--- src/rtl/fbm_defines.vh ---
// Notes on behaviour
// - Transmit side pops whole 36-bit long words; later parts come from holding registers.
// - Byte-width transmit: upper nine output lines are don't care, driven zero.
// - Receive side pushes only whole 36-bit long words; partial parts held meanwhile.
// - Edge taking the fourth byte or second word commits the assembled long word.
// - Byte-width receive: upper nine input lines are ignored.
// - Word reads: big-endian gives 35:18 then 17:0; little-endian swaps them.
// - Byte reads, big-endian: 35:27, 26:18, 17:9, 8:0 in that order.
// - Byte reads, little-endian: 8:0, 17:9, 26:18, then 35:27.
// - Word writes: big-endian first word to 35:18; little-endian first word to 17:0.
// - Byte writes fill four lanes, big-endian from 35:27, little-endian from 8:0.
// - Byte order is latched at rising edge of master reset, used by both ports.
// - Width and order take effect once master reset completes, before ready rises.
`ifndef FBM_DEFINES_VH
`define FBM_DEFINES_VH
`define FBM_LONG_W      36
`define FBM_PART_W      18
`define FBM_LANE_W      9
`define FBM_FIFO_DEPTH  8
`define FBM_FIFO_AW     3
`define FBM_POS_LAST_B  2'h3
`define FBM_POS_LAST_W  2'h1
`endif

--- src/rtl/fbm_top.v ---
`timescale 1ns/1ps
`include "fbm_defines.vh"

// Small valid/ready FIFO, used on the receive path between assembler and wide queue
module fbm_fifo #(
	parameter WIDTH = 36,
	parameter DEPTH = 8,
	parameter AW    = 3
) (
	// Clock and resets
	input  wire             core_clk,
	input  wire             rstn,
	input  wire             clr,
	// Fill side
	input  wire [WIDTH-1:0] in_data,
	input  wire             in_valid,
	output wire             in_ready,
	// Drain side
	output wire [WIDTH-1:0] out_data,
	output wire             out_valid,
	input  wire             out_ready
);
	reg [WIDTH-1:0] mem [0:DEPTH-1];
	reg [AW:0]      wr_q;
	reg [AW:0]      rd_q;
	wire            full;
	wire            empty;

	// Full when the pointers meet with their wrap bits apart; saves a fill counter
	assign full      = (wr_q[AW] != rd_q[AW]) && (wr_q[AW-1:0] == rd_q[AW-1:0]);
	assign empty     = (wr_q == rd_q);
	assign in_ready  = !full;
	assign out_valid = !empty;
	assign out_data  = mem[rd_q[AW-1:0]];

	// Storage has no reset; only pointers carry state
	always @(posedge core_clk) begin
		if (in_valid && !full)
			mem[wr_q[AW-1:0]] <= in_data;
	end

	// Pointers, one extra bit tells full from empty
	always @(posedge core_clk or negedge rstn) begin
		if (!rstn) begin
			wr_q <= {(AW+1){1'b0}};
			rd_q <= {(AW+1){1'b0}};
		end else if (clr) begin
			wr_q <= {(AW+1){1'b0}};
			rd_q <= {(AW+1){1'b0}};
		end else begin
			if (in_valid && !full)
				wr_q <= wr_q + 1'b1;
			if (out_ready && !empty)
				rd_q <= rd_q + 1'b1;
		end
	end
endmodule // fbm_fifo

module fbm_top (
	// Clock and reset
	input  wire        core_clk,
	input  wire        rstn,
	// Master and partial resets, active low, synchronous to core_clk
	input  wire        master_reset_first_n,
	input  wire        master_reset_second_n,
	input  wire        partial_reset_n,
	// Static configuration
	input  wire        byte_order_select,
	input  wire        tx_port_width_select,
	input  wire        rx_port_width_select,
	// Long words from the wide_to_tx_queue RAM
	input  wire [35:0] tx_long_data,
	input  wire        tx_long_valid,
	output reg         tx_long_pop,
	// Transmit port
	input  wire        tx_read_en,
	output reg  [17:0] tx_port_data,
	output reg         tx_port_valid,
	// Receive port
	input  wire [17:0] rx_port_data,
	input  wire        rx_write_en,
	output reg         rx_port_ready,
	// Long words into the rx_to_wide_queue RAM
	output reg  [35:0] rx_long_data,
	output reg         rx_long_push,
	input  wire        rx_long_full,
	// Configuration status
	output reg         config_ready,
	output reg         big_endian_q
);
	reg        mr_prev_q;
	reg        tx_byte_q;
	reg        rx_byte_q;
	reg [35:0] tx_hold_q;
	reg [1:0]  tx_pos_q;
	reg        tx_full_q;
	reg [35:0] rx_hold_q;
	reg [1:0]  rx_pos_q;
	reg [17:0] tx_part;
	reg [35:0] tx_hold_d;
	reg [1:0]  tx_pos_d;
	reg        tx_full_d;
	reg [35:0] rx_hold_d;
	reg [1:0]  rx_pos_d;
	wire       tx_load;
	wire       mr_n;
	wire       mr_rise;
	wire       clr;
	wire [1:0] tx_last;
	wire [1:0] rx_last;
	wire       tx_take;
	wire       tx_next;
	wire       rx_take;
	wire       rx_done;
	reg [35:0] rx_merged;
	wire       fifo_in_ready;
	wire [35:0] fifo_out_data;
	wire       fifo_out_valid;
	wire       fifo_drain;

	assign mr_n    = master_reset_first_n & master_reset_second_n;
	assign mr_rise = mr_n && !mr_prev_q;
	assign clr     = !mr_n || !partial_reset_n;
	// Position of the final part of a long word in the selected width
	assign tx_last = tx_byte_q ? `FBM_POS_LAST_B : `FBM_POS_LAST_W;
	assign rx_last = rx_byte_q ? `FBM_POS_LAST_B : `FBM_POS_LAST_W;

	// Configuration capture; order latched on the release edge of master reset
	always @(posedge core_clk or negedge rstn) begin
		if (!rstn) begin
			mr_prev_q    <= 1'b0;
			big_endian_q <= 1'b0;
			tx_byte_q    <= 1'b0;
			rx_byte_q    <= 1'b0;
			config_ready <= 1'b0;
		end else begin
			mr_prev_q <= mr_n;
			if (mr_rise) begin
				big_endian_q <= byte_order_select;
				tx_byte_q    <= tx_port_width_select;
				rx_byte_q    <= rx_port_width_select;
			end
			// Ready rises a cycle after the release so the selection is already in place
			if (!mr_n)
				config_ready <= 1'b0;
			else if (mr_prev_q)
				config_ready <= 1'b1;
		end
	end

	// A read consumes the shown part; the last part frees the holding register
	assign tx_take = tx_read_en && tx_port_valid;
	assign tx_next = tx_take && (tx_pos_q == tx_last);
	// Refill once the last part goes; the pop guard stops a second pop before the RAM advances
	assign tx_load = config_ready && (!tx_full_q || tx_next) && tx_long_valid && !tx_long_pop;

	// Next transmit state; a fresh long word wins over the release of the old one
	always @* begin
		tx_hold_d = tx_hold_q;
		tx_pos_d  = tx_pos_q;
		tx_full_d = tx_full_q;
		if (tx_load) begin
			tx_hold_d = tx_long_data;
			tx_pos_d  = 2'h0;
			tx_full_d = 1'b1;
		end else if (tx_next) begin
			tx_pos_d  = 2'h0;
			tx_full_d = 1'b0;
		end else if (tx_take) begin
			tx_pos_d  = tx_pos_q + 2'h1;
		end
	end

	// Part selection works on the next state, so a read is followed at once by the next part
	always @* begin
		tx_part = 18'h00000;
		if (tx_byte_q) begin
			// Upper lanes forced low rather than left floating
			case (big_endian_q ? tx_pos_d : ~tx_pos_d)
				2'h0: tx_part[8:0] = tx_hold_d[35:27];
				2'h1: tx_part[8:0] = tx_hold_d[26:18];
				2'h2: tx_part[8:0] = tx_hold_d[17:9];
				2'h3: tx_part[8:0] = tx_hold_d[8:0];
				default: tx_part = 18'h00000;
			endcase
		end else begin
			if (tx_pos_d[0] ^ !big_endian_q)
				tx_part = tx_hold_d[17:0];
			else
				tx_part = tx_hold_d[35:18];
		end
	end

	// Transmit: pop a whole long word, hand it out in parts
	always @(posedge core_clk or negedge rstn) begin
		if (!rstn) begin
			tx_hold_q     <= 36'h000000000;
			tx_pos_q      <= 2'h0;
			tx_full_q     <= 1'b0;
			tx_long_pop   <= 1'b0;
			tx_port_data  <= 18'h00000;
			tx_port_valid <= 1'b0;
		end else if (clr) begin
			tx_hold_q     <= 36'h000000000;
			tx_pos_q      <= 2'h0;
			tx_full_q     <= 1'b0;
			tx_long_pop   <= 1'b0;
			tx_port_data  <= 18'h00000;
			tx_port_valid <= 1'b0;
		end else begin
			tx_hold_q     <= tx_hold_d;
			tx_pos_q      <= tx_pos_d;
			tx_full_q     <= tx_full_d;
			tx_long_pop   <= tx_load;
			// Valid waits a cycle after a load and drops for the cycle after the last part
			tx_port_valid <= tx_full_q && !tx_next;
			tx_port_data  <= tx_part;
		end
	end

	// Merge the incoming part into the held long word
	always @* begin
		rx_merged = rx_hold_q;
		if (rx_byte_q) begin
			case (big_endian_q ? rx_pos_q : ~rx_pos_q)
				2'h0: rx_merged[35:27] = rx_port_data[8:0];
				2'h1: rx_merged[26:18] = rx_port_data[8:0];
				2'h2: rx_merged[17:9]  = rx_port_data[8:0];
				2'h3: rx_merged[8:0]   = rx_port_data[8:0];
				default: rx_merged = rx_hold_q;
			endcase
		end else begin
			if (rx_pos_q[0] ^ !big_endian_q)
				rx_merged[17:0] = rx_port_data;
			else
				rx_merged[35:18] = rx_port_data;
		end
	end

	assign rx_take = rx_write_en && rx_port_ready;
	assign rx_done = rx_take && (rx_pos_q == rx_last);

	// Next receive state; the final part leaves the holding register empty for the next word
	always @* begin
		rx_hold_d = rx_hold_q;
		rx_pos_d  = rx_pos_q;
		if (rx_done) begin
			rx_hold_d = 36'h000000000;
			rx_pos_d  = 2'h0;
		end else if (rx_take) begin
			rx_hold_d = rx_merged;
			rx_pos_d  = rx_pos_q + 2'h1;
		end
	end

	// Receive: gather parts; final part pushes whole word into the buffer
	always @(posedge core_clk or negedge rstn) begin
		if (!rstn) begin
			rx_hold_q <= 36'h000000000;
			rx_pos_q  <= 2'h0;
		end else if (clr) begin
			rx_hold_q <= 36'h000000000;
			rx_pos_q  <= 2'h0;
		end else begin
			rx_hold_q <= rx_hold_d;
			rx_pos_q  <= rx_pos_d;
		end
	end

	// Buffer absorbs bursts while the wide queue reports full
	fbm_fifo #(
		.WIDTH (`FBM_LONG_W),
		.DEPTH (`FBM_FIFO_DEPTH),
		.AW    (`FBM_FIFO_AW)
	) u_rx_fifo (
		.core_clk  (core_clk),
		.rstn      (rstn),
		.clr       (clr),
		.in_data   (rx_merged),
		.in_valid  (rx_done),
		.in_ready  (fifo_in_ready),
		.out_data  (fifo_out_data),
		.out_valid (fifo_out_valid),
		.out_ready (fifo_drain)
	);

	assign fifo_drain = fifo_out_valid && !rx_long_full;

	// Registered push towards the wide queue; ready stalls the port when the buffer fills
	always @(posedge core_clk or negedge rstn) begin
		if (!rstn) begin
			rx_long_data  <= 36'h000000000;
			rx_long_push  <= 1'b0;
			rx_port_ready <= 1'b0;
		end else begin
			rx_long_push  <= fifo_drain && !clr;
			rx_long_data  <= fifo_out_data;
			// Ready follows the buffer a cycle late; safe, as final parts never fall on
			// neighbouring edges, so no word is offered to a full buffer
			rx_port_ready <= config_ready && !clr && fifo_in_ready;
		end
	end
endmodule // fbm_top

--- config.mk ---
export PLATFORM = sky130hd
export DESIGN_NAME = fbm_top
export DESIGN_NICKNAME = d
export VERILOG_FILES = /design/src/rtl/fbm_top.v
export VERILOG_INCLUDE_DIRS = /design/src /design/src/rtl
export SDC_FILE = /design/constraint.sdc
export NUM_CORES = 1
export LEC_CHECK = 0
export ABC_AREA = 0
export ABC_CLOCK_PERIOD_IN_PS = 11000
export BUFFER_PORTS_ARGS = -buffer_cell sky130_fd_sc_hd__buf_2
export CORE_ASPECT_RATIO = 0.6
export CORE_MARGIN = 2
export CORE_UTILIZATION = 45
export DETAILED_ROUTE_END_ITERATION = 8
export SYNTH_ARGS = -nofsm -noshare
export SYNTH_HDL_FRONTEND = slang
export SYNTH_SLANG_ARGS = --single-unit
--- constraint.sdc ---
create_clock -name core_clk -period 11 [get_ports core_clk]
set_input_delay 3.3 -clock core_clk [delete_from_list [all_inputs] [get_ports core_clk]]
set_output_delay 3.3 -clock core_clk [all_outputs]
set_load 0.01 [all_outputs]
# After elaboration in Yosys (flattened, before gate mapping)
# Memories as Yosys holds them, arrays and structs flattened. A register that Yosys moved wholly into a read port is not among the register bits.
# Index checks and enable logic that the tools add are counted.
dict set report classes {
  n_eq_ne 12
  addsub 4
  bitwise_logic 5
  n_reduce_logical 36
  n_mux 40
}
# cell n
set op_table {}
lappend op_table {{$mux 36} 6}
lappend op_table {{$mux 18} 5}
lappend op_table {{$mux 9} 4}
lappend op_table {{$pmux 9 s4} 1}
lappend op_table {{$mux 2} 11}
lappend op_table {{$logic_and 1x1->1} 16}
lappend op_table {{$mux 4} 4}
lappend op_table {{$logic_not 1->1} 12}
lappend op_table {{$mux 1} 9}
lappend op_table {{$add 4x1->4 const B} 2}
lappend op_table {{$eq 2x2->1 const B} 4}
lappend op_table {{$reduce_bool 3->1} 2}
lappend op_table {{$add 2x1->2 const B} 2}
lappend op_table {{$eq 2x1->1 const B} 2}
lappend op_table {{$eq 2x2->1} 2}
lappend op_table {{$eq 4x4->1} 1}
lappend op_table {{$logic_not 2->1} 2}
lappend op_table {{$not 2->2} 2}
lappend op_table {{$reduce_bool 2->1} 2}
lappend op_table {{$eq 3x3->1} 1}
lappend op_table {{$logic_or 1x1->1} 2}
lappend op_table {{$ne 2x2->1 const B} 1}
lappend op_table {{$xor 1x1->1} 2}
lappend op_table {{$and 1x1->1} 1}
lappend op_table {{$ne 1x1->1} 1}
dict set report word_totals {
  ramBits 288
  reg_bits 112
  elab_cells 115
  inputBits 66
  mem_count 1
}
# memory words width read_ports rd_ports_with_merged_regs write_ports line_no
set mem_list {}
lappend mem_list {u_rx_fifo.mem 8 36 1 1 1 fbm_top.v:23} ;# reg [WIDTH-1:0] mem [0:DEPTH-1];

# Depth between registers and ports, before layout
# Gate-level depths: netlist of the first run.
dict set report depth {
  depth_word 14
  mapped_depth 9
  mapped_depth_nobuf 6
}

# Modules after synthesis
# Synthesis of the first run repeated with hierarchy kept, for this count alone.
dict set report hier_totals {
  cells_unflattened 1048
  area_unflattened_um2 17981.0
}
# mod instances area_each_um2 seq_area_each_um2 cells_each
set by_module_without_submodules {}
lappend by_module_without_submodules {fbm_fifo 1 11489.8 8848.5 496}
lappend by_module_without_submodules {fbm_top 1 6491.2 3503.4 552}

# Worst setup path before layout of the first run
# No wires, ideal clock.
dict set report synth_path {
  path_type {input-to-reg}
  startpoint {input port rx_write_en}
  endpoint {memory u_rx_fifo.mem[4][0] (enable)}
  path_stages 4
  t_required_ps 10518
  path_slack_ps 4049
  n_path_buf 0
  setup_time_ps 482
  arrival_ps 6469
  path_cell_list {nand2_1 nor3_4 nand2b_1 nor3b_1}
}
dict set report synth_via {
  elab_chain_len 5
}
# item line_no
set synth_lines {}
lappend synth_lines {{from (decl)} fbm_top.v:81} ;# input wire rx_write_en,
lappend synth_lines {{$logic_and 1x1->1} fbm_top.v:240} ;# assign rx_take = rx_write_en && rx_port_ready;
lappend synth_lines {{$logic_and 1x1->1} fbm_top.v:241} ;# assign rx_done = rx_take && (rx_pos_q == rx_last);
lappend synth_lines {{$logic_and 1x1->1} fbm_top.v:38} ;# if (in_valid && !full)
lappend synth_lines {{$mux 1} fbm_top.v:38}
lappend synth_lines {{$mux 1 (implied by the code)} fbm_top.v:39} ;# mem[wr_q[AW-1:0]] <= in_data;
lappend synth_lines {{to (decl)} fbm_top.v:23}
# No other way between the ends.

# Worst setup path in the final report of the first run
dict set report layout_path {
  startpoint {input port tx_read_en}
  endpoint {register tx_port_data[0]}
}
dict set report layout_via {
  elab_chain_len 13
  elab_cells_between_ends 21
}
# item line_no
set layout_lines {}
lappend layout_lines {{from (decl)} fbm_top.v:76} ;# input wire tx_read_en,
lappend layout_lines {{$logic_and 1x1->1 *} fbm_top.v:152} ;# assign tx_take = tx_read_en && tx_port_valid;
lappend layout_lines {{$logic_and 1x1->1} fbm_top.v:153} ;# assign tx_next = tx_take && (tx_pos_q == tx_last);
lappend layout_lines {{$logic_or 1x1->1} fbm_top.v:155} ;# assign tx_load = config_ready && (!tx_full_q || tx_next) && tx_long_valid && !tx_long_pop;
lappend layout_lines {{$logic_and 1x1->1 (3 in series)} fbm_top.v:155}
lappend layout_lines {{$mux 2} fbm_top.v:162} ;# if (tx_load) begin
lappend layout_lines {{$not 2->2} fbm_top.v:179} ;# case (big_endian_q ? tx_pos_d : ~tx_pos_d)
lappend layout_lines {{$mux 2} fbm_top.v:179}
lappend layout_lines {{$eq 2x2->1 (tied with other cells)} fbm_top.v:179}
lappend layout_lines {{$pmux 9 s4} fbm_top.v:179}
lappend layout_lines {{$mux 18 *} fbm_top.v:177} ;# if (tx_byte_q) begin
lappend layout_lines {{$mux 18 *} fbm_top.v:203} ;# end else if (clr) begin
lappend layout_lines {{to (signal assigned)} fbm_top.v:217} ;# tx_port_data <= tx_part;
lappend layout_lines {{to (decl)} fbm_top.v:77} ;# output reg [17:0] tx_port_data,
# Every way passes the cells marked *; elsewhere a longest branch is shown, timed or not.
# A chain may end at the register's enable or synchronous reset.

==> results of run 1 <==
==> through the flow <==
stage | total power, mW | hold WS (ps) | util, % | std cells
3_5_place_dp | 2.09 | 488 | 48.4 | 1629
3_3_place_gp | 2.09 | 484 | 48.4 | 1629
5_1_grt | 3.55 | 526 | 51.7 | 1706
2_1_floorplan | 1.99 | 461 | - | 1024
6_report | 3.43 | 498 | 51.7 | 1706
4_1_cts | 3.46 | 503 | 51.7 | 1704
==> cell usage after synthesis (3+ instances only) <==
| cell | n |
|---|---|
| xnor2_1 | 7 |
| buf_6 | 3 |
| mux4_2 | 72 |
| a21oi_1 | 36 |
| a32o_1 | 9 |
| edfxtp_1 | 288 |
| o2111ai_1 | 5 |
| dfrtp_1 | 148 |
| buf_1 | 7 |
| o211ai_1 | 4 |
| xor2_1 | 9 |
| buf_4 | 4 |
| nand2_1 | 57 |
| and3b_1 | 3 |
| nand2b_1 | 5 |
| and3_1 | 9 |
| o21ai_0 | 7 |
| mux2i_1 | 46 |
| buf_2 | 24 |
| a22o_1 | 36 |
| mux2_2 | 58 |
| nor3b_1 | 4 |
| clkbuf_1 | 24 |
| nand3_1 | 10 |
| nor2_1 | 60 |
| o221ai_1 | 3 |
| nor3_1 | 8 |
| and2_1 | 12 |
| o22ai_1 | 17 |
| a22oi_1 | 3 |
| a211oi_1 | 9 |
==> layout make-up <==
class                      instances  area, µm²
clock inverter                    19        175
antenna                            2       5.00
clock buffer                      56       1100
timing repair buffer             146        790
fill                            3215      18800
sequential                       436      12400
tap                              522        653
multi-input combinational        523       4970
inverter                           2       7.51
==> cell families after synthesis <==
logic type / share of synthesized area [%]
flops: 70.3
simple gates: 4.93
mux: 15.6
compound gates: 6.26
buf+inv: 1.78
xor+xnor: 1.07
fa+ha+maj: 0.142
==> worst max-delay path by stage <==
stage	slack [ps]	endpoint	depth (start not counted)	from
4_1_cts	5860	tx_port_data[7]$_DFF_PN0_	7	tx_read_en
5_1_grt	5650	tx_port_data[5]$_DFF_PN0_	7	tx_read_en
3_5_place_dp	5310	tx_port_data[7]$_DFF_PN0_	7	tx_read_en
2_1_floorplan	4050	u_rx_fifo.mem[4][0]$_DFFE_PP_	4	rx_write_en
3_3_place_gp	5410	tx_port_data[6]$_DFF_PN0_	7	tx_read_en
6_report	5780	tx_port_data[0]$_DFF_PN0_	7	tx_read_en
==> flip-flops by register name, summed over array words and instances (netlist names), 2 cells and up <==
name / count
u_rx_fifo.rd_q: 4
u_rx_fifo.wr_q: 4
rx_long_data: 36
rx_pos_q: 2
u_rx_fifo.mem: 288
tx_pos_q: 2
tx_hold_q: 36
tx_port_data: 18
rx_hold_q: 36
==> layout by cell type, fill, tap and decap left out, drive strengths merged, types with 3 or more instances in the layout <==
| cell | Yosys | final |
|---|---|---|
| a211oi | 10 | 10 |
| a21oi | 37 | 37 |
| a22o | 36 | 36 |
| a22oi | 3 | 3 |
| a32o | 9 | 9 |
| and2 | 12 | 12 |
| and3 | 9 | 9 |
| and3b | 3 | 3 |
| buf | 38 | 146 |
| bufinv | 0 | 3 |
| clkbuf | 25 | 56 |
| clkinv | 0 | 13 |
| dfrtp | 148 | 148 |
| edfxtp | 288 | 288 |
| inv | 2 | 4 |
| mux2 | 58 | 58 |
| mux2i | 46 | 46 |
| mux4 | 72 | 72 |
| nand2 | 59 | 59 |
| nand2b | 5 | 5 |
| nand3 | 10 | 10 |
| nor2 | 62 | 62 |
| nor3 | 9 | 9 |
| nor3b | 4 | 4 |
| o2111ai | 5 | 5 |
| o211ai | 4 | 4 |
| o21ai | 9 | 9 |
| o221ai | 3 | 3 |
| o22ai | 17 | 17 |
| xnor2 | 8 | 8 |
| xor2 | 11 | 11 |
==> power by group <==
group / internal (mW) / leakage (nW) / switching [mW]
clock: 0.776 / 0.628 / 0.588
combinational: 0.0682 / 2.22 / 0.185
sequential: 1.81 / 4.60 / 0.00565
==> metal layers <==
layer	global-route usage (%)	vias to the layer above	routed length [µm]	part of all wire [%]
li1	-	4246	-	-
met1	32.7	5050	19600	47
met2	29.7	339	18000	43
met3	4.86	52	3280	7.9
met4	4.52	0	630	1.5
met5	0	-	0	0
==> flow_summary_export.csv, run 1 <==
group,metric,value,unit
status,status,"completed",
floorplan,num_rows,56,
synthesis,netlist.area_leader.share,49.2,%
critical_path,worstPathMaxFanout,30,
critical_path,slowest_delay,850,ps
floorplan,die_h,157,µm
critical_path,start_kind,"primary input",
critical_path,r2r-end,"tx_port_data[0]$_DFF_PN0_",
cts,clk_latency,540,ps
sta,worstMarginPinSlew,1140,ps
sta,fin_ws,5780,ps
synthesis,yosysWarningCount,0,
global_routing,track_usage,20.9,%
cts,cts_hold_buf,0,
critical_path,path_buf_inv,1,
critical_path,worstSetupEndpointType,"flip-flop",
placed_design,dpl_worst_slack,5310,ps
synthesis,yosys-top-cells-area,"edfxtp_1 49%, dfrtp_1 21%, mux4_2 9.2%",
global_routing,grt_pass1_vias,9774,
synthesis,syn-cell-area,17600,µm²
critical_path,ff2ff_setup_slack,7880,ps
sta,fin_tns_setup,0,ps
critical_path,reg2reg_from,"tx_pos_q[0]$_DFF_PN0_",
sta,slew-limit-headroom,23.8,%
placed_design,hpwl,25100,µm
flow_run,cap_viol_max_count,0,
synthesis,yosys.area.top_type,"edfxtp_1",
cts,cts_buffers,41,
critical_path,critical_path.top_delay_family,"simple AND/OR/NAND/NOR gates",
sta,period_share,47.5,%
synthesis,ys_ff_latch,436,
routing,routed_wl,41500,µm
floorplan,die_w,259,µm
routing,drc,0,
worst_hold_path,hp-class,"flip-flop to flip-flop",
routing,viasPerCell,5.68,
layout,fin_nets,1218,
worst_hold_path,min_path_cells,1,
floorplan,dieArea,40700,µm²
floorplan,ios,126,
synthesis,syn_area_per_cell,17.2,µm²
routing,drt_iter0_drc,795,
cts,htreeDepth,2,
routing,final_antenna_net_count,0,
sta,timing.fmax,191,MHz
sta,clock-skew-final,14.3,ps
routing,vias,9687,
synthesis,synth_ff_type,"edfxtp_1",
synthesis,synth_cell_type_count,61,
synthesis,ys_seq_area_share,70.3,%
sta,hold_viol,0,
cts,cts_sinks,436,
routing,drt_pass1_iterations,5,
placed_design,dpl_cell_area,18800,µm²
cts,cts_tree,"yes",
sta,rsz0062_at_grt,"false",
sta,setup_viol,0,
cts,cts_resized,0,
layout,finalInstanceArea,20100,µm²
floorplan,start_util,45.3,%
synthesis,synthCells,1024,
layout,drive_gt1_share,31.0,%
global_routing,grt_max_degree,85,
worst_hold_path,min_from,"rx_hold_q[19]$_DFFE_PN0P_",
power,p_leak,7.44,nW
synthesis,synth_nets,1092,
power,p_per_area,171,nW/µm²
synthesis,synth-edff-count,288,
critical_path,crit_type,"primary input to flip-flop",
placed_design,place_congestion,0.858,
critical_path,crit_arrival,5650,ps
floorplan,core,38800,µm²
cts,path_clk_slew,60,ps
cts,post-cts-setup-buffer-count,0,
global_routing,grt_overflow,0,
sta,finalMaxSlewViolations,0,
critical_path,reg2reg_depth,6,
power,ir_drop,0.114,mV
synthesis,async_reset_ff_share,33.9,%
global_routing,antenna_found_initial,3,
critical_path,cpMaxStageDelayCell,"nor2_4",
cts,cts.path.max_buffers,3,
layout,area_growth,14.1,%
critical_path,cp_data_required_time,11420,ps
global_routing,grt_first_pass_wirelength,62700,µm
critical_path,crit_chain,"buf_2 -> nand3_1 -> o21a_2 -> nor2_4 -> mux2i_1 -> o2111ai_1 -> a32o_1",
cts,clockRootBuffer,"clkbuf_16",
sta,period_minus_slack,5220,ps
worst_hold_path,worst_hold_path.endpoint,"rx_hold_q[19]$_DFFE_PN0P_",
routing,wire_per_inst,24.3,µm
placed_design,port_buffers,125,
(Power assumes the default switching activity.)
==> run 2, diff against run 1 <==
--- a/config.mk
+++ b/config.mk
@@ -6,8 +6,8 @@
 export SDC_FILE = /design/constraint.sdc
 export NUM_CORES = 1
 export LEC_CHECK = 0
-export ABC_AREA = 0
-export ABC_CLOCK_PERIOD_IN_PS = 11000
+export ABC_AREA = 1
+export ABC_CLOCK_PERIOD_IN_PS = 4700
 export BUFFER_PORTS_ARGS = -buffer_cell sky130_fd_sc_hd__buf_2
 export CORE_ASPECT_RATIO = 0.6
 export CORE_MARGIN = 2
==> constraint.sdc (replaced) <==
create_clock -name core_clk -period 4.7 [get_ports core_clk]
set_input_delay 1.41 -clock core_clk [delete_from_list [all_inputs] [get_ports core_clk]]
set_output_delay 1.41 -clock core_clk [all_outputs]
set_load 0.01 [all_outputs]
==> run 2 against run 1 <==
Effect of this change: first-iteration DRC count grew 66%; clock power grew 140%; routed wire length grew 10%; setup slack lost 4300 ps; utilization shrank 0.42 points; area after synthesis grew 4.4%; cell area grew 3.1%; clock skew grew 1.3 ps; global-route usage grew 0.71 points; critical path type unchanged; critical endpoint is now u_rx_fifo.mem[3][29]$_DFFE_PP_; largest power group unchanged.
==> flow_summary_export.csv, run 2 <==
group,metric,value,unit
worst_hold_path,worst_hold_path.endpoint,"config_ready$_DFFE_PN0N_",
critical_path,critical_path.top_delay_family,"simple AND/OR/NAND/NOR gates",
layout,final_common_cell,"nor2_1",
sta,slew-limit-headroom,33.0,%
cts,cts.path.max_buffers,3,
sta,period_share,67.8,%
routing,drt_pass1_iterations,6,
sta,rsz0062_at_grt,"false",
synthesis,yosys-top-cells-area,"edfxtp_1 47%, dfrtp_1 20%, nor2_1 7.1%",
placed_design,hpwl,28200,µm
worst_hold_path,min_path_cells,2,
synthesis,synth_cell_type_count,33,
global_routing,busiest_layer,"met1",
critical_path,path_buf_inv,3,
sta,worstMarginPinSlew,1010,ps
layout,fin_nets,1882,
floorplan,ios,126,
layout,final_cell_mix,"337 x nor2_1, 288 x edfxtp_1, 206 x o21ai_0",
cts,cts_sinks,436,
worst_hold_path,min_from,"mr_prev_q$_DFF_PN0_",
routing,viasPerCell,5.39,
sta,fin_tns_setup,0,ps
power,ir_drop,0.243,mV
synthesis,synthCells,1726,
routing,vias,12800,
routing,routed_wl,45700,µm
status,status,"completed",
global_routing,track_usage,21.6,%
layout,drive_gt1_share,13.6,%
critical_path,crit_top_cell,"nand2_1",
worst_hold_path,hp-class,"flip-flop to flip-flop",
global_routing,grt_first_pass_wirelength,71300,µm
routing,drt_iter0_drc,1322,
global_routing,grt_pass1_vias,12200,
critical_path,cp_data_required_time,4870,ps
cts,cts_tree,"yes",
placed_design,port_buffers,125,
power,total_power,8.15,mW
cts,clockRootBuffer,"clkbuf_16",
layout,utilization,51.3,%
global_routing,grt_overflow,0,
sta,fin_ws,1510,ps
synthesis,syn_area_per_cell,10.6,µm²
cts,post-cts-setup-buffer-count,0,
global_routing,gr-usage-met2,31.0,%
synthesis,yosysWarningCount,0,
synthesis,netlist.area_leader.share,47.1,%
floorplan,die_h,160,µm
critical_path,worstPathMaxFanout,36,
critical_path,reg2reg_depth,10,
critical_path,slowest_delay,550,ps
floorplan,die_w,265,µm
synthesis,synth-edff-count,288,
critical_path,ff2ff_setup_slack,1620,ps
power,p_leak,8.23,nW
sta,timing.fmax,314,MHz
sta,setup_viol,0,
synthesis,async_reset_ff_share,33.9,%
placed_design,place_congestion,0.863,
synthesis,ys_ff_latch,436,
cts,htreeDepth,2,
global_routing,grt_max_degree,105,
floorplan,num_rows,57,
synthesis,synth_ff_type,"edfxtp_1",
power,p_per_area,394,nW/µm²
cts,cts_resized,0,
cts,path_clk_slew,60,ps
layout,diodes,0,
floorplan,core,40400,µm²
critical_path,r2r-end,"u_rx_fifo.mem[0][11]$_DFFE_PP_",
floorplan,start_util,45.5,%
sta,clock-skew-final,15.6,ps
layout,area_growth,12.8,%
synthesis,synth_nets,1794,
layout,largest_reg_flops,288,
sta,hold_viol,0,
routing,wire_per_inst,19.3,µm
synthesis,yosys.area.top_type,"edfxtp_1",
critical_path,crit_arrival,3360,ps
critical_path,reg2reg_from,"big_endian_q$_DFFE_PN0P_",
synthesis,syn-cell-area,18400,µm²
cts,cts_hold_buf,0,
routing,drc,0,
critical_path,worstSetupEndpointType,"flip-flop",
cts,cts_buffers,41,
cts,clk_latency,550,ps
global_routing,grt.met3_usage,4.57,%
placed_design,dpl_worst_slack,1020,ps
critical_path,cpMaxStageDelayCell,"buf_4",
critical_path,crit_chain,"buf_2 -> nand2_1 -> nor3_1 -> nand2_1 -> inv_1 -> nand2_1 -> nor2_4 -> buf_4",
floorplan,dieArea,42500,µm²
synthesis,ys_top_cells_by_count,"345 x nor2_1, 288 x edfxtp_1, 206 x o21ai_0",
flow_run,cap_viol_max_count,0,
synthesis,ys_seq_area_share,67.3,%
global_routing,use_met1,33.4,%
synthesis,synth_most_common_cell,"nor2_1",
critical_path,start_kind,"primary input",
global_routing,antenna_found_initial,0,
critical_path,crit_type,"primary input to flip-flop",
sta,finalMaxSlewViolations,0,
sta,period_minus_slack,3190,ps
routing,final_antenna_net_count,0,
sta,hold_ws,495,ps
==> run 2: changes by cell type after synthesis, moves of 58 or more <==
cell     before  now
mux4_2       72    0
nand2_1      57  196
nor2_1       60  345
mux2_2       58    0
inv_1         2  131
o21ai_0       7  206
==> run 2: layout make-up <==
type	instances	area, µm²
clock buffers	56	1160
inverters	139	526
repair buffers	146	815
fillers	3593	19700
clock inverters	16	106
flip-flops and latches	436	12400
well taps	531	664
multi-input cells	1050	5060
==> run 2: worst max path at each step <==
stage	startpoint	cells past startpoint	slack (ps)	end
after detailed placement	rx_write_en	8	1020	u_rx_fifo.mem[3][22]$_DFFE_PP_
after CTS	rx_write_en	8	1600	u_rx_fifo.mem[3][29]$_DFFE_PP_
after global placement	rx_write_en	8	1080	u_rx_fifo.mem[3][23]$_DFFE_PP_
final	rx_write_en	8	1510	u_rx_fifo.mem[3][29]$_DFFE_PP_
after global routing	tx_read_en	14	1350	tx_port_data[6]$_DFF_PN0_
after floorplan	rx_write_en	8	690	u_rx_fifo.wr_q[3]$_DFFE_PN0P_
==> run 2: per-stage QoR <==
step | instance area [µm²] | cells
2_1_floorplan | 18400 | 1726
3_3_place_gp | 19400 | 2302
3_5_place_dp | 19400 | 2302
4_1_cts | 20700 | 2374
5_1_grt | 20700 | 2374
6_report | 20700 | 2374
==> run 2: cell families (layout without fill, tap and decap cells) <==
kind of cell	Yosys count	after routing	synth area share, %
buffers and inverters	240	357	5.41
and+or+nand+nor	604	604	13.1
AOI/OAI and AO/OA	438	438	13.7
adders and majority gates	2	2	0.136
xor gates and xnor gates	6	6	0.286
DFF	436	436	67.3
==> run 2: worst reg2reg max path, cell delays in order (launching register included) <==
cell and delay (ps):
dfrtp_1 540, inv_2 140, nand2_1 130, nand2_4 320, inv_4 410, nor2_1 110
inv_2 250, a21oi_1 100, o21ai_0 120, o21a_1 400, inv_1 250
==> run 2: report_power, final <==
part / leakage [nW] / switching [mW] / internal [mW]
clock: 0.633 / 1.41 / 1.78
combinational: 3.01 / 0.543 / 0.154
sequential: 4.59 / 0.0115 / 4.24
total: 8.23 / 1.97 / 6.18
==> run 2: metal layers <==
| layer | share of wire, % | vias to the layer above |
|---|---|---|
| li1 | - | 6112 |
| met1 | 48 | 6234 |
| met2 | 42 | 395 |
| met3 | 7.6 | 63 |
| met4 | 1.8 | 0 |
| met5 | 0 | - |
